--- config.mk ---
export PLATFORM = sky130hd
export DESIGN_NAME = aen_regs
export DESIGN_NICKNAME = d
export VERILOG_FILES = /design/src/aen_pkg.sv /design/src/aen_alert_gate.sv /design/src/aen_regs.sv
export SDC_FILE = /design/constraint.sdc
export NUM_CORES = 1
export LEC_CHECK = 0
export ABC_AREA = 0
export BUFFER_PORTS_ARGS = -buffer_cell sky130_fd_sc_hd__buf_4
export CAP_MARGIN = 25
export CORE_ASPECT_RATIO = 1.25
export CORE_MARGIN = 8
export CORE_UTILIZATION = 40
export DETAILED_ROUTE_END_ITERATION = 6
export GPL_ROUTABILITY_DRIVEN = 0
export PLACE_DENSITY = 0.68
export SETUP_SLACK_MARGIN = 0.05
export SLEW_MARGIN = 40
export SYNTH_ARGS = -nofsm -noshare
export SYNTH_HDL_FRONTEND = slang
export SYNTH_HIERARCHICAL = 1
export SYNTH_SLANG_ARGS = --single-unit
--- constraint.sdc ---
create_clock -name clk -period 1.8 [get_ports clk]
set_input_delay 0.09 -clock clk [delete_from_list [all_inputs] [get_ports clk]]
set_output_delay 0.09 -clock clk [all_outputs]
set_load 0.01 [all_outputs]
--- src/aen_pkg.sv ---
// Constants and carrier types for the alert enable and accumulator
// source register logic. Assumes an 8-bit register address space.
package aen_pkg;

  // Register offsets
  localparam logic [7:0]  AEN_ADDR_MASK     = 8'h49;
  localparam logic [7:0]  AEN_ADDR_ACC_ACT  = 8'h4A;

  // Widths and field positions
  localparam int          AEN_MASK_W        = 24;
  localparam int          AEN_ACC_W         = 8;
  localparam int          AEN_CHANNELS      = 4;
  localparam int          AEN_OV_LSB        = 12;
  localparam int          AEN_UV_LSB        = 8;
  localparam int          AEN_OP_LSB        = 4;
  localparam int          AEN_ACCFULL_BIT   = 3;
  localparam int          AEN_TALLY_BIT     = 2;
  localparam int          AEN_CONV_BIT      = 1;
  localparam int          AEN_UNUSED_BIT    = 0;

  // Reset values
  localparam logic [14:0] AEN_MASK_RESET    = 15'h0000;
  localparam logic [7:0]  AEN_ACC_RESET     = 8'h00;
  localparam logic [7:0]  AEN_UPPER_READ    = 8'h00;

  // Accumulator source codes
  localparam logic [1:0]  AEN_SRC_POWER     = 2'h0;
  localparam logic [1:0]  AEN_SRC_SENSE     = 2'h1;
  localparam logic [1:0]  AEN_SRC_BUS       = 2'h2;
  localparam logic [1:0]  AEN_SRC_RESERVED  = 2'h3;

  // Alert conditions and enables; bit 3 of each nibble is channel 1
  typedef struct packed {
    logic [3:0] overVolt;
    logic [3:0] underVolt;
    logic [3:0] overPower;
    logic       accumFull;
    logic       tallyFull;
    logic       convDone;
  } aen_alert_t;

  // Register access from the serial-port front end
  typedef struct packed {
    logic                  wrEn;
    logic                  rdEn;
    logic [7:0]            addr;
    logic [AEN_MASK_W-1:0] wrData;
  } aen_req_t;

  // Reserved source code reads back as power
  function automatic logic [7:0] aen_clean_src(input logic [7:0] raw);
    logic [7:0] res;
    res = raw;
    for (int i = 0; i < AEN_CHANNELS; i++) begin
      if (raw[2*i +: 2] == AEN_SRC_RESERVED) begin
        res[2*i +: 2] = AEN_SRC_POWER;
      end
    end
    return res;
  endfunction : aen_clean_src

endpackage : aen_pkg

--- src/aen_alert_gate.sv ---
// Gates each raw alert condition with its active enable bit.
// Assumes conditions are synchronous to clk.
`timescale 1ns/10ps
module aen_alert_gate
  import aen_pkg::*;
(
  // Clock and reset
  input  wire logic       clk,
  input  wire logic       sys_rst,
  // Conditions and enables
  input  wire aen_alert_t alertCond,
  input  wire aen_alert_t alertEn,
  // Gated alerts
  output aen_alert_t      alertOut
);

  aen_alert_t alert_q;
  aen_alert_t alert_d;

  genvar g;
  generate
    for (g = 0; g < $bits(aen_alert_t); g++) begin : gGate
      always_comb begin
        alert_d[g] = alertCond[g] & alertEn[g];
      end

    end
  endgenerate

  always_ff @(posedge clk) begin
    if (sys_rst) begin
      alert_q <= AEN_MASK_RESET;
    end else begin
      alert_q <= alert_d;
    end
  end

  assign alertOut = alert_q;

endmodule : aen_alert_gate

--- src/aen_regs.sv ---
// Alert enable mask and active accumulator source registers.
// Assumes a serial-port front end that issues one-cycle read and write
// strobes with an 8-bit register address, and a refresh pulse from the
// command decoder.
`timescale 1ns/10ps

// Behaviour
// - Bits 15:12 enable overvoltage alerts, channels 1-4
// - Bits 11:8 enable undervoltage alerts, channels 1-4
// - Bits 7:4 enable overpower alerts, channels 1-4
// - Bit 3 enables shared accumulator full alert
// - Bit 2 enables sample tally full alert
// - Bit 1 enables conversion done alert
// - Bit 0 reads zero, writes ignored
// - Active source register mirrors configuration in force
// - Source codes power, sense, bus; reserved reads 0
// - Channel 1 at bits 7:6 down to channel 4
// - New enables take effect only on refresh
// - Alert reaches pin only when enabled
module aen_regs
  import aen_pkg::*;
(
  // Clock and reset
  input  wire logic                  clk,
  input  wire logic                  sys_rst,
  // Register access
  input  wire aen_req_t              regReq,
  output logic                       regRdValid,
  output logic [AEN_MASK_W-1:0]      regRdData,
  // Refresh command and programmed source configuration
  input  wire logic                  refreshCmd,
  input  wire logic [AEN_ACC_W-1:0]  accumSrcProg,
  // Alert conditions and gated alerts
  input  wire aen_alert_t            alertCond,
  output aen_alert_t                 alertOut,
  // Active accumulator source per channel and active enable mask
  output logic [AEN_ACC_W-1:0]       accumSrcActive,
  output aen_alert_t                 alertEnActive
);

  aen_alert_t            enPend_q;
  aen_alert_t            enPend_d;
  aen_alert_t            enAct_q;
  aen_alert_t            enAct_d;
  logic [AEN_ACC_W-1:0]  accSrc_q;
  logic [AEN_ACC_W-1:0]  accSrc_d;
  logic                  rdValid_q;
  logic                  rdValid_d;
  logic [AEN_MASK_W-1:0] rdData_q;
  logic [AEN_MASK_W-1:0] rdData_d;
  logic                  wrMask;
  logic                  wrAcc;

  assign wrMask = regReq.wrEn && (regReq.addr == AEN_ADDR_MASK);
  assign wrAcc  = regReq.wrEn && (regReq.addr == AEN_ADDR_ACC_ACT);

  // Enable mask: written value waits, refresh activates it
  always_comb begin
    enPend_d = enPend_q;
    enAct_d  = enAct_q;
    if (wrMask) begin
      // Bit 0 is dropped
      enPend_d = regReq.wrData[15:1];
    end
    if (refreshCmd) begin
      enAct_d = enPend_q;
    end
  end

  always_ff @(posedge clk) begin
    if (sys_rst) begin
      enPend_q <= AEN_MASK_RESET;
      enAct_q  <= AEN_MASK_RESET;
    end else begin
      enPend_q <= enPend_d;
      enAct_q  <= enAct_d;
    end
  end

  // Active source: refresh loads the programmed set, which wins over
  // a direct write in the same cycle
  always_comb begin
    accSrc_d = accSrc_q;
    if (wrAcc) begin
      accSrc_d = aen_clean_src(regReq.wrData[AEN_ACC_W-1:0]);
    end
    if (refreshCmd) begin
      accSrc_d = aen_clean_src(accumSrcProg);
    end
  end

  always_ff @(posedge clk) begin
    if (sys_rst) begin
      accSrc_q <= AEN_ACC_RESET;
    end else begin
      accSrc_q <= accSrc_d;
    end
  end

  // Read path: answer one cycle after the strobe
  always_comb begin
    rdValid_d = regReq.rdEn;
    rdData_d  = rdData_q;
    if (regReq.rdEn) begin
      case (regReq.addr)
        AEN_ADDR_MASK: begin
          rdData_d = {AEN_UPPER_READ, enPend_q, 1'b0};
        end
        AEN_ADDR_ACC_ACT: begin
          rdData_d = {16'h0000, accSrc_q};
        end
        default: begin
          rdData_d = 24'h000000;
        end
      endcase
    end
  end

  always_ff @(posedge clk) begin
    if (sys_rst) begin
      rdValid_q <= 1'b0;
      rdData_q  <= 24'h000000;
    end else begin
      rdValid_q <= rdValid_d;
      rdData_q  <= rdData_d;
    end
  end

  assign regRdValid     = rdValid_q;
  assign regRdData      = rdData_q;
  assign accumSrcActive = accSrc_q;
  assign alertEnActive  = enAct_q;

  // Shared accumulator, tally and completion alerts are gated like the
  // per-channel ones; the active mask drives the gate
  aen_alert_gate uGate (
    .clk       (clk),
    .sys_rst   (sys_rst),
    .alertCond (alertCond),
    .alertEn   (enAct_q),
    .alertOut  (alertOut)
  );

  // Reserved code never stands in the active set
  for (genvar c = 0; c < AEN_CHANNELS; c++) begin : gSrcChk

  end
endmodule : aen_regs

# Word-level counts from Yosys, hierarchy flattened
# Index checks and enable logic that the tools add are counted.
# Widths: inputs -> output; s select.
[totals]
input_bits = 60
register_bits = 78
elab_cells = 60
out_inout_bits = 63
[classes]
reduce_logical = 3
n_mux = 11
bitwise = 15
n_eq_ne = 10
[ops]
columns = ["cell", "count"]
rows = [
  ["$pmux 16 s2", 1],
  ["$eq 2x2->1 const B", 8],
  ["$eq 8x7->1 const B", 2],
  ["$mux 2", 8],
  ["$mux 8", 2],
  ["$and 1x1->1", 15],
  ["$logic_and 1x1->1", 2],
  ["$reduce_bool 2->1", 1],
]

# Logic depth before layout (Yosys ltp)
# Gate-level depths: netlist (run 1).
[depth]
depth_word = 4
ltp_mapped = 5
ltp_nobuf = 3

# Cells and area by module
# Netlist (run 1), hierarchy kept.
[by_module_without_submodules]
columns = ["mod", "cells_per_inst", "instances", "area_per_inst_um2", "seq_area_each_um2"]
rows = [
  ["aen_regs", 269, 1, 2578.7, 1101.1],
  ["aen_alert_gate", 31, 1, 449.2, 300.3],
]

# Worst setup path after synthesis (run 1)
# No wires, ideal clock.
[synth_timing]
kind = "input to register"
from = "input regReq[26] (netlist bit)"
to = "register enPend_q[11] (netlist bit)"
setup_time_ns = 0.132
path_slack_ns = 0.502
n_path_buf = 2
t_required_ns = 1.668
path_stages = 5
arrival_ns = 1.166
cell_sequence = "or4b_1 -> buf_6 -> buf_12 -> o31ai_2 -> a21oi_1"
[synth_via]
elab_chain_cells = 2
[synth_lines]
columns = ["item", "line", "source"]
rows = [
  ["from (decl)", "aen_regs.sv:27", "input wire aen_req_t regReq,"],
  ["$eq 8x7->1", "aen_regs.sv:54", "assign wrMask = regReq.wrEn && (regReq.addr == AEN_ADDR_MASK);"],
  ["$logic_and 1x1->1", "aen_regs.sv:54", ""],
  ["to (signal assigned)", "aen_regs.sv:75", "enPend_q <= enPend_d;"],
  ["to (decl)", "aen_regs.sv:41", "aen_alert_t enPend_q;"],
]
# Every way passes these cells.
# A chain may end at the register's enable or synchronous reset.

# Worst setup path after layout (run 1)
[layout_timing]
from = "input regReq[26] (netlist bit)"
to = "register enPend_q[0] (netlist bit)"
# The elaborated chain is that of the path after synthesis.

==> results of run 1 <==
## layer usage
layer / wire length [um] / vias to the layer above / global-route usage, %
met3: 657 / 4 / 5.50
met5: 0 / - / 0
met4: 66 / 0 / 5.41
li1: - / 1299 / -
met1: 3660 / 1244 / 18.5
met2: 4070 / 98 / 25.8
## worst max-delay path by stage
| stage | start | endpoint | slack (ns) | depth (start not counted) |
|---|---|---|---|---|
| final | regReq[26] | enPend_q[0]$_SDFFE_PP0P_ | 0.69 | 5 |
| after global routing | regReq[26] | enPend_q[2]$_SDFFE_PP0P_ | 0.63 | 5 |
| after CTS | regReq[26] | enPend_q[0]$_SDFFE_PP0P_ | 0.71 | 5 |
| after detailed placement | regReq[26] | enPend_q[0]$_SDFFE_PP0P_ | 0.34 | 5 |
| after global placement | regReq[26] | enPend_q[0]$_SDFFE_PP0P_ | 0.36 | 5 |
| after floorplan | regReq[26] | enPend_q[11]$_SDFFE_PP0P_ | 0.50 | 5 |
## cells by family after synthesis
| family | after synthesis |
|---|---|
| compound gates | 55 |
| buf+inv | 37 |
| flops | 70 |
| mux | 23 |
| other cells | 1 |
| simple gates | 114 |
## cell type report
cell class              count  area [um^2]  share of cell area, %
well taps                  92          115                   2.77
clock buffers              12          135                   3.25
multi-input cells         200         1430                   34.5
inverters                   1         3.75                 0.0904
repair buffers            129         1020                   24.5
clock inverters             4         47.5                   1.14
flip-flops and latches     70         1400                   33.7
## where the power goes
group | total [mW] | leakage [nW] | switching (mW) | internal (mW)
Clock | 1.20 | 0.0904 | 0.566 | 0.637
Combinational | 0.332 | 1.10 | 0.160 | 0.171
Sequential | 1.58 | 0.566 | 0.0111 | 1.57
## registers in the layout, summed over array words and instances (netlist names)
signal,cells
accumSrcActive,8
alertEnActive,15
enPend_q,15
regRdData,16
regRdValid,1
uGate/alertOut,15
## metrics by stage
stage / util (%) / hold WS, ns / power [mW] / cells / instance area (um^2)
2_1_floorplan: - / 0.244 / 1.78 / 307 / 3050
4_1_cts: 56.5 / 0.00304 / 3.15 / 508 / 4150
6_report: 56.5 / 0.0157 / 3.11 / 508 / 4150
3_5_place_dp: 51.9 / 0.332 / 1.92 / 477 / 3820
3_3_place_gp: 51.9 / 0.328 / 1.91 / 477 / 3820
5_1_grt: 56.5 / 0.0112 / 3.24 / 508 / 4150
## synthesized netlist by cell type, types with 2 or more instances
cell                        n
sky130_fd_sc_hd__a21oi_1   32
sky130_fd_sc_hd__a311oi_1   7
sky130_fd_sc_hd__and3b_1   10
sky130_fd_sc_hd__and3b_2    5
sky130_fd_sc_hd__buf_1      2
sky130_fd_sc_hd__buf_2      9
sky130_fd_sc_hd__buf_4     10
sky130_fd_sc_hd__buf_6      3
sky130_fd_sc_hd__clkbuf_1  11
sky130_fd_sc_hd__dfxtp_1   70
sky130_fd_sc_hd__mux2_2     8
sky130_fd_sc_hd__mux2i_1   15
sky130_fd_sc_hd__nand2b_1   9
sky130_fd_sc_hd__nand3_1   14
sky130_fd_sc_hd__nand3b_1   8
sky130_fd_sc_hd__nand4_1   24
sky130_fd_sc_hd__nor2_1    22
sky130_fd_sc_hd__nor2b_1    9
sky130_fd_sc_hd__o31ai_1    5
sky130_fd_sc_hd__o31ai_2   10
sky130_fd_sc_hd__or3b_2     8
## worst max-delay path: cells and delay by family
kind            cells  cell delay [ns]
simple gates        1             0.52
buf+inv             2             0.35
compound gates      2             0.35
==> out/summary.md, run 1 <==
The flow ran to the end, and the final reports show no timing, DRC or antenna violations. Setup repair after global routing left no endpoint under its margin. Yosys attributes the largest share of cell area to sky130_fd_sc_hd__dfxtp_1 (46%), sky130_fd_sc_hd__a21oi_1 (5.3%), sky130_fd_sc_hd__mux2i_1 (5.0%). In the synthesized netlist the dominant register cell turns out to be sky130_fd_sc_hd__dfxtp_1. Post-CTS repair changed the size of 0 cells. The total overflow left after global routing is 0. Timing analysis after detailed placement gives a worst setup slack of 0.340 ns.

After synthesis, the largest family of logic cells by area is simple AND/OR/NAND/NOR gates. Counting flops and latches in the post-synthesis netlist gives 70. In the final layout, the share of cells above drive strength 1 is 38.9%.

In this run the tightest slew margin relative to its limit is 54.5%. The number of pins exceeding their max-slew limit in the final report was 0; the via count of the first global-routing pass was 2,616. Achievable clock frequency: 899 MHz. The tools report the least setup slack across all paths after layout as 0.688 ns.

Walking the worst path, the cells encountered are buf_4 > or4b_1 > buf_4 > o31ai_1 > a21oi_1. The number of cells on the worst reg-to-reg path works out to 2. The tools report the number of buffers added by the clock tree synthesis step as 9. Yosys printed 6 warnings. The critical register-to-register path endpoint is accumSrcActive[0]$_SDFFE_PP0P_.

The proportion of register bits with asynchronous set or reset after synthesis works out to 0%. The min-delay analysis places its worst path in the category in -> reg. The synthesized netlist devotes 24.8% of its cell area to simple gates. For the overall global routing resource usage, the log shows 15.8%.

For the data arrival time of the critical path, the log shows 1.32 ns. Among the stages of the critical path, the cell type that occurs most often is sky130_fd_sc_hd__buf_4. Counting along the longest clock path gives a buffer depth of 2. The maximum net fanout on the critical path works out to 15. Vias per cell: 5.21. For this design, the slowest cell found on the critical path is sky130_fd_sc_hd__or4b_1.

The die covers 10,600 um^2. For this design the static power due to leakage is 1.75 nW. Across all layers, the routed design uses 2,645 vias.

For the final database, setup skew stands at 0.00405 ns. The final clock period utilization by the worst path came out at 61.8%. Port buffering added 106 buffers. At the end of the flow, the number of nets in the layout was 471. The endpoint required time on the critical path is 2.01 ns, and the die outline height is 113 um. The cell depth of the worst hold path was 3.

The tools report the worst supply voltage drop on vdd as 411 uV. For hold timing, the worst endpoint is enPend_q[10]$_SDFFE_PP0P_. For the max capacitance violation total, the log shows 0. After the first detailed-routing iteration, the DRC count stood at 128. The tools report the total count of hold-check failures in the final report as 0. CTS saw 70 sinks.

The run gives 4 as the count of TritonRoute iterations in the first routing pass. The cell sitting at the root of the clock tree is a sky130_fd_sc_hd__clkbuf_8. The number of antenna diodes in the final layout is 0. The library cell used most frequently in the layout, excluding fill and tap cells, is sky130_fd_sc_hd__buf_4. The die outline width is 93.8 um.

TritonCTS built the clock tree. In this run, distinct cell masters in the synthesized netlist total 30. Dividing the detail-routed wire length by the instance count gives 16.7 um. The critical path class is in -> reg. Of the total synthesized cell area, the portion taken by full adders, half adders and majority gates is 0%. After synthesis, the mean cell area works out to 10.1 um^2. The count of nets left with antenna violations once routing finished came out at 0. The tools report the summed instance area of the synthesized netlist as 3030 um^2. Nature of the critical path endpoint: a flip-flop. Counting I/O delays and the setup requirement, the final critical path takes 1.11 ns. Multiplexer cells account for 7.93% of the synthesized area. The startpoint identified for the worst hold timing path is regReq[11]. The H-tree was split into 3 levels.

The power per cell area works out to 749 nW/um^2. The cell type with the largest total area after synthesis was sky130_fd_sc_hd__dfxtp_1. Summed over all layers, the routed wires come to 8460 um. Buffers inserted to repair hold after CTS numbered 15. For the gate count of the mapped netlist, the log shows 300. Once the floorplan was initialized, standard cells occupied 41.2% of the core. The synthesized-area fraction occupied by xor and xnor cells came out at 0%. After floorplanning, the core was divided into 35 placement rows.

The synthesized design contains 0 enable-type register cells. In this run the register-to-register setup slack is 0.95 ns. The top cell types in the final layout, fill and taps aside, are sky130_fd_sc_hd__buf_4 (113), sky130_fd_sc_hd__dfxtp_1 (70), sky130_fd_sc_hd__a21oi_1 (32), sky130_fd_sc_hd__nand4_1 (24), sky130_fd_sc_hd__nor2_1 (22).

For the HPWL after detailed placement, the log shows 5870 um. In this run the critical register-to-register path is launched from accumSrcActive[0]$_SDFFE_PP0P_. Summing the areas of all compound-gate instances in the mapped netlist gives 13.4% of the synthesized area. The first global-routing pass estimated 13,300 um of wire. The clock edge transition at the registers on the reported setup and hold paths was 0.07 ns. The core box area came out at 7360 um^2. The run gives 0 as the post-CTS setup buffer count.

The share of the synthesized area in the top cell type is 46.3%. The later pin in the worst-skew pair is clocked with a latency of 0.34 ns. The layout filler cell count came out at 645. For the pin with the worst max-slew slack, the measured transition is 0.681 ns. The setup TNS after final layout is 0 ns, and the largest incremental delay on the critical path is 0.52 ns.

The pin count of the biggest net entering global routing is 52. The tools report the number of setup violations in the final report as 0. Count of unresolved DRC violations after routing: 0. The initial antenna violation count is 0.

Compared with the post-synthesis result, the final layout area differs by 37.2%. For the post-synthesis sequential area ratio, the log shows 46.3%. The kind of launch point of the worst setup path is an input port. The tools report the count of pins on the block boundary as 123.
Note: power is estimated with default switching activity, not from simulation.
==> inputs of run 2 (changes only) <==
clock period = 1.15 ns   (was 1.8 ns; I/O delays follow)
==> run 2 against run 1 <==
Clock skew grew 0.0023 ns. Cell count grew 4.1%. First-iteration DRC count grew 27%.
==> out/summary.md, run 2 (same netlist as run 1, synthesis figures left out) <==
The flow ran to the end, and the final reports show no timing, DRC or antenna violations. The internal cell power was 3.60 mW (was 2.37 mW); the number of flip-flops in the largest register was 16 (unchanged). The slew at the pin closest to its max-slew limit is 0.649 ns (was 0.681 ns), and the number of port buffers is 106 (unchanged). Effective utilization at floorplan: 41.2% (unchanged). The static power due to leakage was 1.86 nW (was 1.75 nW); the pin count of the biggest net entering global routing was 39 (was 52).

The total count of hold-check failures in the final report is 0 (unchanged), and the core box area is 7360 um^2 (unchanged). The run gives 0 (unchanged) as the count of antenna diodes in the layout. The wire length of the first global-routing pass was 14,300 um (was 13,300 um); the number of antenna-violating nets in the routed design was 0 (unchanged). The tools report the origin of the worst min-delay path as regReq[5] (was regReq[11]). The overall power of the completed layout came out at 4.81 mW (was 3.11 mW).

The tools report the master cell of the clock root buffer as sky130_fd_sc_hd__clkbuf_8 (unchanged). Critical path, cell by cell: buf_4 > or4b_4 > o31ai_1 > a21oi_1 (was buf_4 > or4b_1 > buf_4 > o31ai_1 > a21oi_1). Most frequent standard cell in the layout excluding fill and tap cells: sky130_fd_sc_hd__buf_4 (unchanged). The initial antenna violation count came out at 0 (unchanged).

The tools report the end point of the most critical hold path as enPend_q[4]$_SDFFE_PP0P_ (was enPend_q[10]$_SDFFE_PP0P_). The overall global routing resource usage was 16.7% (was 15.8%); the depth of the CTS H-tree was 3 (unchanged). The run gives 12.2% (was 10.7%) as the combinational power share.

The tools report the row count as 35 (unchanged). The minimum setup slack after placement is -0.200 ns (was 0.340 ns). The largest incremental delay on the critical path was 0.68 ns (was 0.52 ns); the fraction of power spent switching nets was 25.1% (was 23.7%). The run gives 0 (unchanged) as the max capacitance violation total. The clock edge transition at the registers on the reported setup and hold paths is 0.07 ns (about the same), and the share of power burned in the clock network is 36.5% (was 38.7%). The final net count came out at 492 (was 471). The clock insertion delay at the later pin of the skew report is 0.35 ns (was 0.34 ns), and the data arrival time of the critical path is 1.22 ns (was 1.32 ns).

The run gives 2 (unchanged) as the maximum clock insertion buffer count. The number of setup violations in the final report came out at 0 (unchanged). The critical register-to-register path endpoint is accumSrcActive[7]$_SDFFE_PP0P_ (was accumSrcActive[0]$_SDFFE_PP0P_).

The net switching power was 1.21 mW (was 0.737 mW). Setup repair after global routing left no endpoint under its margin. For the wire length reported by the detailed router, the log shows 8720 um (was 8460 um).

The number of cells on the worst reg-to-reg path is 2 (unchanged), and the maximum net fanout on the critical path is 15 (unchanged). The run gives 6 (was 4) as the count of TritonRoute iterations in the first routing pass. Worst setup path startpoint: regReq[26] (unchanged). Number of DRC markers in iteration 0: 162 (was 128).

The area of the die is 10,600 um^2 (unchanged). Of the available clock period, the critical path in the final layout requires 86.7%. The share of post-route cells with drive strength above 1 was 39.8% (was 38.9%); the achievable clock frequency was 1000 MHz. The number of buffers added by the clock tree synthesis step came out at 9 (unchanged). The clock period could shrink to 0.997 ns. The final hold slack was 0.0174 ns (was 0.0157 ns). The endpoint required time on the critical path was 1.37 ns (was 2.01 ns); the power per cell area was 1100 nW/um^2 (was 749 nW/um^2). The count of unresolved DRC violations after routing is 0 (unchanged). TritonCTS built the clock tree.

For the number of pins exceeding their max-slew limit in the final report, the log shows 0 (unchanged). The tools report the nature of the critical path endpoint as a flip-flop (unchanged). The kind of launch point of the worst setup path was an input port (unchanged). Highest-count cells in the layout ignoring fill and taps: sky130_fd_sc_hd__buf_4 (118), sky130_fd_sc_hd__dfxtp_1 (70), sky130_fd_sc_hd__a21oi_1 (32), sky130_fd_sc_hd__dlygate4sd3_1 (28), sky130_fd_sc_hd__nand4_1 (24) (was sky130_fd_sc_hd__buf_4 (113), sky130_fd_sc_hd__dfxtp_1 (70), sky130_fd_sc_hd__a21oi_1 (32), sky130_fd_sc_hd__nand4_1 (24), sky130_fd_sc_hd__nor2_1 (22)). Via count of the first global-routing pass: 2,862 (was 2,616). Average wire per cell in the routed design: 16.5 um (was 16.7 um). Worst min-delay path category: in -> reg (unchanged).

Critical path's top delay family: simple AND/OR/NAND/NOR gates (unchanged). Critical path class: in -> reg (unchanged). The die outline height was 113 um (unchanged). Cell at the slowest stage of the critical path: sky130_fd_sc_hd__or4b_4 (was sky130_fd_sc_hd__or4b_1). Cell depth of the worst hold path: 3 (unchanged). The tools report the start of the worst register-to-register path as accumSrcActive[7]$_SDFFE_PP0P_ (was accumSrcActive[0]$_SDFFE_PP0P_). The logs give 51.3% (was 50.7%) for the sequential power share and 2,739 (was 2,645) for the routed via count. The buffering stage count on the worst path with inverters included was 1 (was 2). The die outline width was 93.8 um (unchanged); the worst slew margin relative to its limit was 56.7% (was 54.5%). The relative area change from synthesis to final layout was 44.6% (was 37.2%); the worst clock skew was 0.00637 ns (was 0.00405 ns).

The logs give 6190 um (was 5870 um) for the HPWL after detailed placement and 0 ns (unchanged) for the setup TNS after final layout. Setup slack on the worst flop-to-flop path: 0.30 ns (was 0.95 ns). Total grt overflow: 0 (unchanged). The run gives 70 (unchanged) as the total number of clock tree sinks. The worst supply voltage drop on vdd is 576 uV (was 411 uV), and the vias per cell is 5.18 (was 5.21). The least setup slack across all paths after layout came out at 0.153 ns (was 0.688 ns).

For the count of pins on the block boundary, the log shows 123 (unchanged).
-- run 2: cell count changes in the layout (fill, tap and decap cells not counted), sizes merged --
cell	previous run	this run
bufinv	1	0
clkbuf	12	10
clkinv	2	3
dlygate4sd3	15	28
buf	114	122
clkinvlp	1	3
-- run 2: worst max path at each step --
stage | end | slack [ns] | cells after the start
3_5_place_dp | enPend_q[1]$_SDFFE_PP0P_ | -0.20 | 4
5_1_grt | enPend_q[9]$_SDFFE_PP0P_ | 0.12 | 4
4_1_cts | enPend_q[1]$_SDFFE_PP0P_ | 0.17 | 4
3_3_place_gp | enPend_q[1]$_SDFFE_PP0P_ | -0.16 | 4
2_1_floorplan | enPend_q[11]$_SDFFE_PP0P_ | -0.1 | 5
6_report | enPend_q[1]$_SDFFE_PP0P_ | 0.15 | 4
-- run 2: tightest hold or removal path: stages --
cell	delay, ns
sky130_fd_sc_hd__buf_4	0.12
sky130_fd_sc_hd__nand4_1	0.07
sky130_fd_sc_hd__a21oi_1	0.06
-- run 2: what timing repair did --
item / 4_1_cts / 5_1_grt
setup buffers: 0 / 0
endpoints found under the hold margin: 28 / 0
gates resized for setup: 0 / 0
hold buffers: 28 / 0
-- run 2: cell type report --
type                    count  area [um^2]
clock buffers              10          138
clock inverters             6         37.5
fillers                   659         2980
inverters                   1         3.75
multi-input cells         200         1440
flip-flops and latches     70         1400
well taps                  92          115
repair buffers            150         1250
-- run 2: layer usage --
metal	share of wire [%]	vias up	GRT usage (%)
met5	0	-	0
met4	1.1	0	6.68
met3	6.9	9	4.64
met2	51	99	28.9
met1	41	1290	18.6
li1	-	1341	-
-- run 2: power by group through the flow --
stage	Combinational, mW	Sequential [mW]	Clock (mW)
after floorplan	0.252	2.53	0
after global placement	0.503	2.52	0
after detailed placement	0.511	2.52	0
after CTS	0.588	2.47	1.79
after global routing	0.633	2.47	1.90
final	0.585	2.47	1.76
-- run 2: per-stage QoR --
stage,util [%],cell area [um^2],std cells
3_5_place_dp,53.3,3920,485
6_report,59.5,4380,529
4_1_cts,59.5,4380,529
5_1_grt,59.5,4380,529
2_1_floorplan,-,3060,307
3_3_place_gp,53.3,3920,485
==> inputs of run 3 (changes only) <==
CORE_UTILIZATION = 48   (was 40)
PLACE_DENSITY = 0.8   (was 0.68)
RECOVER_POWER = 100   (was unset)
==> run 3 against run 2 <==
Combinational power is 10% lower. Flip-flop and latch count stayed put. Sequential share of layout area is 2.3 points higher. Non-clock buffer count is 4 lower. Highest routed layer unchanged.
==> out/summary.md, run 3 (same netlist as run 1, synthesis figures left out) <==
The logs give 0.00578 ns (was 0.00637 ns) for the worst clock skew and 61.1% (was 56.7%) for the worst slew margin relative to its limit. The global-route layer with the greatest usage is met2 (unchanged). The most frequent standard cell in the layout excluding fill and tap cells was sky130_fd_sc_hd__dfxtp_1 (was sky130_fd_sc_hd__buf_4). Overall global routing resource usage: 18.5% (was 16.7%).

The final clock period utilization by the worst path is 89.0% (was 86.7%). TritonCTS built the clock tree. The least setup slack across all paths after layout is 0.126 ns (was 0.153 ns).

The largest incremental delay on the critical path was 0.33 ns (was 0.68 ns); the total count of hold-check failures in the final report was 0 (unchanged). Minimum setup slack after placement: -0.192 ns (was -0.200 ns). The cell depth of the worst hold path is 3 (unchanged). The end point of the most critical hold path is enPend_q[0]$_SDFFE_PP0P_ (was enPend_q[4]$_SDFFE_PP0P_). The number of setup violations in the final report was 0 (unchanged). The tools report the effective utilization at floorplan as 49.4% (was 41.2%). Critical path, cell by cell: buf_4 > nor4bb_1 > clkbuf_1 > clkbuf_2 > nand3_1 > a311oi_1 (was buf_4 > or4b_4 > o31ai_1 > a21oi_1).

The tools report the count of pins on the block boundary as 123 (unchanged). The run gives 34 (was 39) as the pin count of the biggest net entering global routing. Worst setup path startpoint: regReq[31] (was regReq[26]). The number of cells on the worst reg-to-reg path is 2 (unchanged), and the endpoint required time on the critical path is 1.38 ns (was 1.37 ns). The global-route met1 utilization came out at 19.8% (was 18.6%).

The buffering stage count on the worst path with inverters included was 3 (was 1). The average wire per cell in the routed design was 16.2 um (was 16.5 um); the relative area change from synthesis to final layout was 34.7% (was 44.6%). Share of post-route cells with drive strength above 1: 23.6% (was 39.8%).

The logs give 0 (unchanged) for the total grt overflow and 0 (unchanged) for the count of unresolved DRC violations after routing. The number of DRC markers in iteration 0 is 122 (was 162), and the achievable clock frequency is 977 MHz (was 1000 MHz). Master cell of the clock root buffer: sky130_fd_sc_hd__clkbuf_8 (unchanged). The power per cell area is 1330 nW/um^2 (was 1100 nW/um^2). The number of flip-flops in the largest register was 16 (unchanged). The start of the worst register-to-register path was accumSrcActive[7]$_SDFFE_PP0P_ (unchanged).

The maximum clock insertion buffer count is 2 (unchanged). The maximum net fanout on the critical path is 8 (was 15). The kind of launch point of the worst setup path is an input port (unchanged).

For the number of pins exceeding their max-slew limit in the final report, the log shows 0 (unchanged). The nature of the critical path endpoint is a flip-flop (unchanged). The post-layout minimum cycle time came out at 1.02 ns (was 0.997 ns).

Critical register-to-register path endpoint: accumSrcActive[7]$_SDFFE_PP0P_ (unchanged). The global routing met2 resource utilization is 32.7% (was 28.9%), and the HPWL after detailed placement is 5930 um (was 6190 um). For the number of buffers added by the clock tree synthesis step, the log shows 9 (unchanged). Setup repair after global routing left no endpoint under its margin.

The critical path's top delay family is buffers and inverters (was simple AND/OR/NAND/NOR gates). The met3 global-route usage is 7.21% (was 4.64%), and the clock edge transition at the registers on the reported setup and hold paths is 0.07 ns (about the same). The count of TritonRoute iterations in the first routing pass was 4 (was 6).

The final net count came out at 488 (was 492). The depth of the CTS H-tree came out at 3 (unchanged). The total number of clock tree sinks came out at 70 (unchanged).

The worst min-delay path category is in -> reg (unchanged). The number of antenna-violating nets in the routed design is 0 (unchanged). The vias per cell was 5.27 (was 5.18). The number of port buffers is 106 (unchanged), and the post-CTS setup buffer count is 0 (unchanged).

The area of the die came out at 9120 um^2 (was 10,600 um^2). The row count was 32 (was 35). The tools report the max capacitance violation total as 0 (unchanged).

The routed via count is 2,729 (was 2,739), and the static power due to leakage is 1.61 nW (was 1.86 nW). The clock insertion delay at the later pin of the skew report was 0.33 ns (was 0.35 ns). The flow ran to the end, and the final reports show no timing, DRC or antenna violations. The slew at the pin closest to its max-slew limit was 0.584 ns (was 0.649 ns).

The critical path class is in -> reg (unchanged). The die outline width was 87.0 um (was 93.8 um). For the final hold slack, the log shows 0.0113 ns (was 0.0174 ns).

For the worst supply voltage drop on vdd, the log shows 930 uV (was 576 uV). The tools report the origin of the worst min-delay path as regReq[1] (was regReq[5]). Highest-count cells in the layout ignoring fill and taps: sky130_fd_sc_hd__dfxtp_1 (70), sky130_fd_sc_hd__clkbuf_1 (62), sky130_fd_sc_hd__buf_4 (57), sky130_fd_sc_hd__a21oi_1 (32), sky130_fd_sc_hd__nand4_1 (24) (was sky130_fd_sc_hd__buf_4 (118), sky130_fd_sc_hd__dfxtp_1 (70), sky130_fd_sc_hd__a21oi_1 (32), sky130_fd_sc_hd__dlygate4sd3_1 (28), sky130_fd_sc_hd__nand4_1 (24)). For the setup slack on the worst flop-to-flop path, the log shows 0.30 ns (about the same).

The tools report the wire length reported by the detailed router as 8390 um (was 8720 um). The data arrival time of the critical path was 1.25 ns (was 1.22 ns). Cell at the slowest stage of the critical path: sky130_fd_sc_hd__nor4bb_1 (was sky130_fd_sc_hd__or4b_4). The initial antenna violation count was 0 (unchanged).

The die outline height is 105 um (was 113 um). The run gives 13,800 um (was 14,300 um) as the wire length of the first global-routing pass. The layout filler cell count is 555 (was 659). The count of antenna diodes in the layout is 0 (unchanged).

For the core box area, the log shows 6130 um^2 (was 7360 um^2). For the via count of the first global-routing pass, the log shows 2,910 (was 2,862).
[run 3: how the worst max path moves through the flow]
stage                           endpoint  slack, ns  cells past startpoint
6_report       regRdData[3]$_SDFFE_PP0P_       0.13                      6
5_1_grt        regRdData[5]$_SDFFE_PP0P_       0.03                      6
3_5_place_dp    enPend_q[2]$_SDFFE_PP0P_      -0.19                      4
4_1_cts         enPend_q[1]$_SDFFE_PP0P_       0.14                      4
2_1_floorplan  enPend_q[11]$_SDFFE_PP0P_       -0.1                      5
3_3_place_gp   enPend_q[14]$_SDFFE_PP0P_      -0.17                      4
[run 3: tightest hold or removal path, stage by stage]
cell and delay, ns:
sky130_fd_sc_hd__buf_4 0.12, sky130_fd_sc_hd__nand4_1 0.06, sky130_fd_sc_hd__a21oi_1 0.06
[run 3: through the flow]
stage | area (um^2) | total power, mW | setup TNS (ns) | utilization (%) | instances
6_report | 4080 | 5.42 | 0 | 66.6 | 518
3_3_place_gp | 3910 | 3.02 | -4.11 | 63.8 | 479
3_5_place_dp | 3910 | 3.03 | -5.34 | 63.8 | 479
5_1_grt | 4080 | 5.62 | 0 | 66.6 | 518
2_1_floorplan | 3060 | 2.78 | -0.991 | - | 307
4_1_cts | 4390 | 5.51 | 0 | 71.6 | 518
[run 3: cell type report]
class                           count  area (um^2)  share of cell area, %
Sequential cell                    70         1400                   34.4
Clock buffer                       13          159                   3.90
Inverter                            1         3.75                 0.0920
Multi-Input combinational cell    200         1370                   33.6
Clock inverter                      3         90.1                   2.21
Tap cell                           85          106                   2.61
Timing Repair Buffer              146          948                   23.3
[run 3: power by group]
part / internal [mW] / switching [mW]
Combinational: 0.277 / 0.247
Clock: 1.56 / 0.868
Sequential: 2.45 / 0.0170
Total: 4.29 / 1.13
[run 3: repair_timing]
item / in CTS / in global routing
setup endpoints to repair: 0 / 1
gates resized for setup: 0 / 1
endpoints found under the hold margin: 23 / 0
hold buffers: 23 / 0
[run 3: routing by layer]
layer	share of wire, %	vias to the layer above
met1	39	1289
met3	8.2	11
met4	1.3	0
met5	0	-
li1	-	1334
met2	51	95
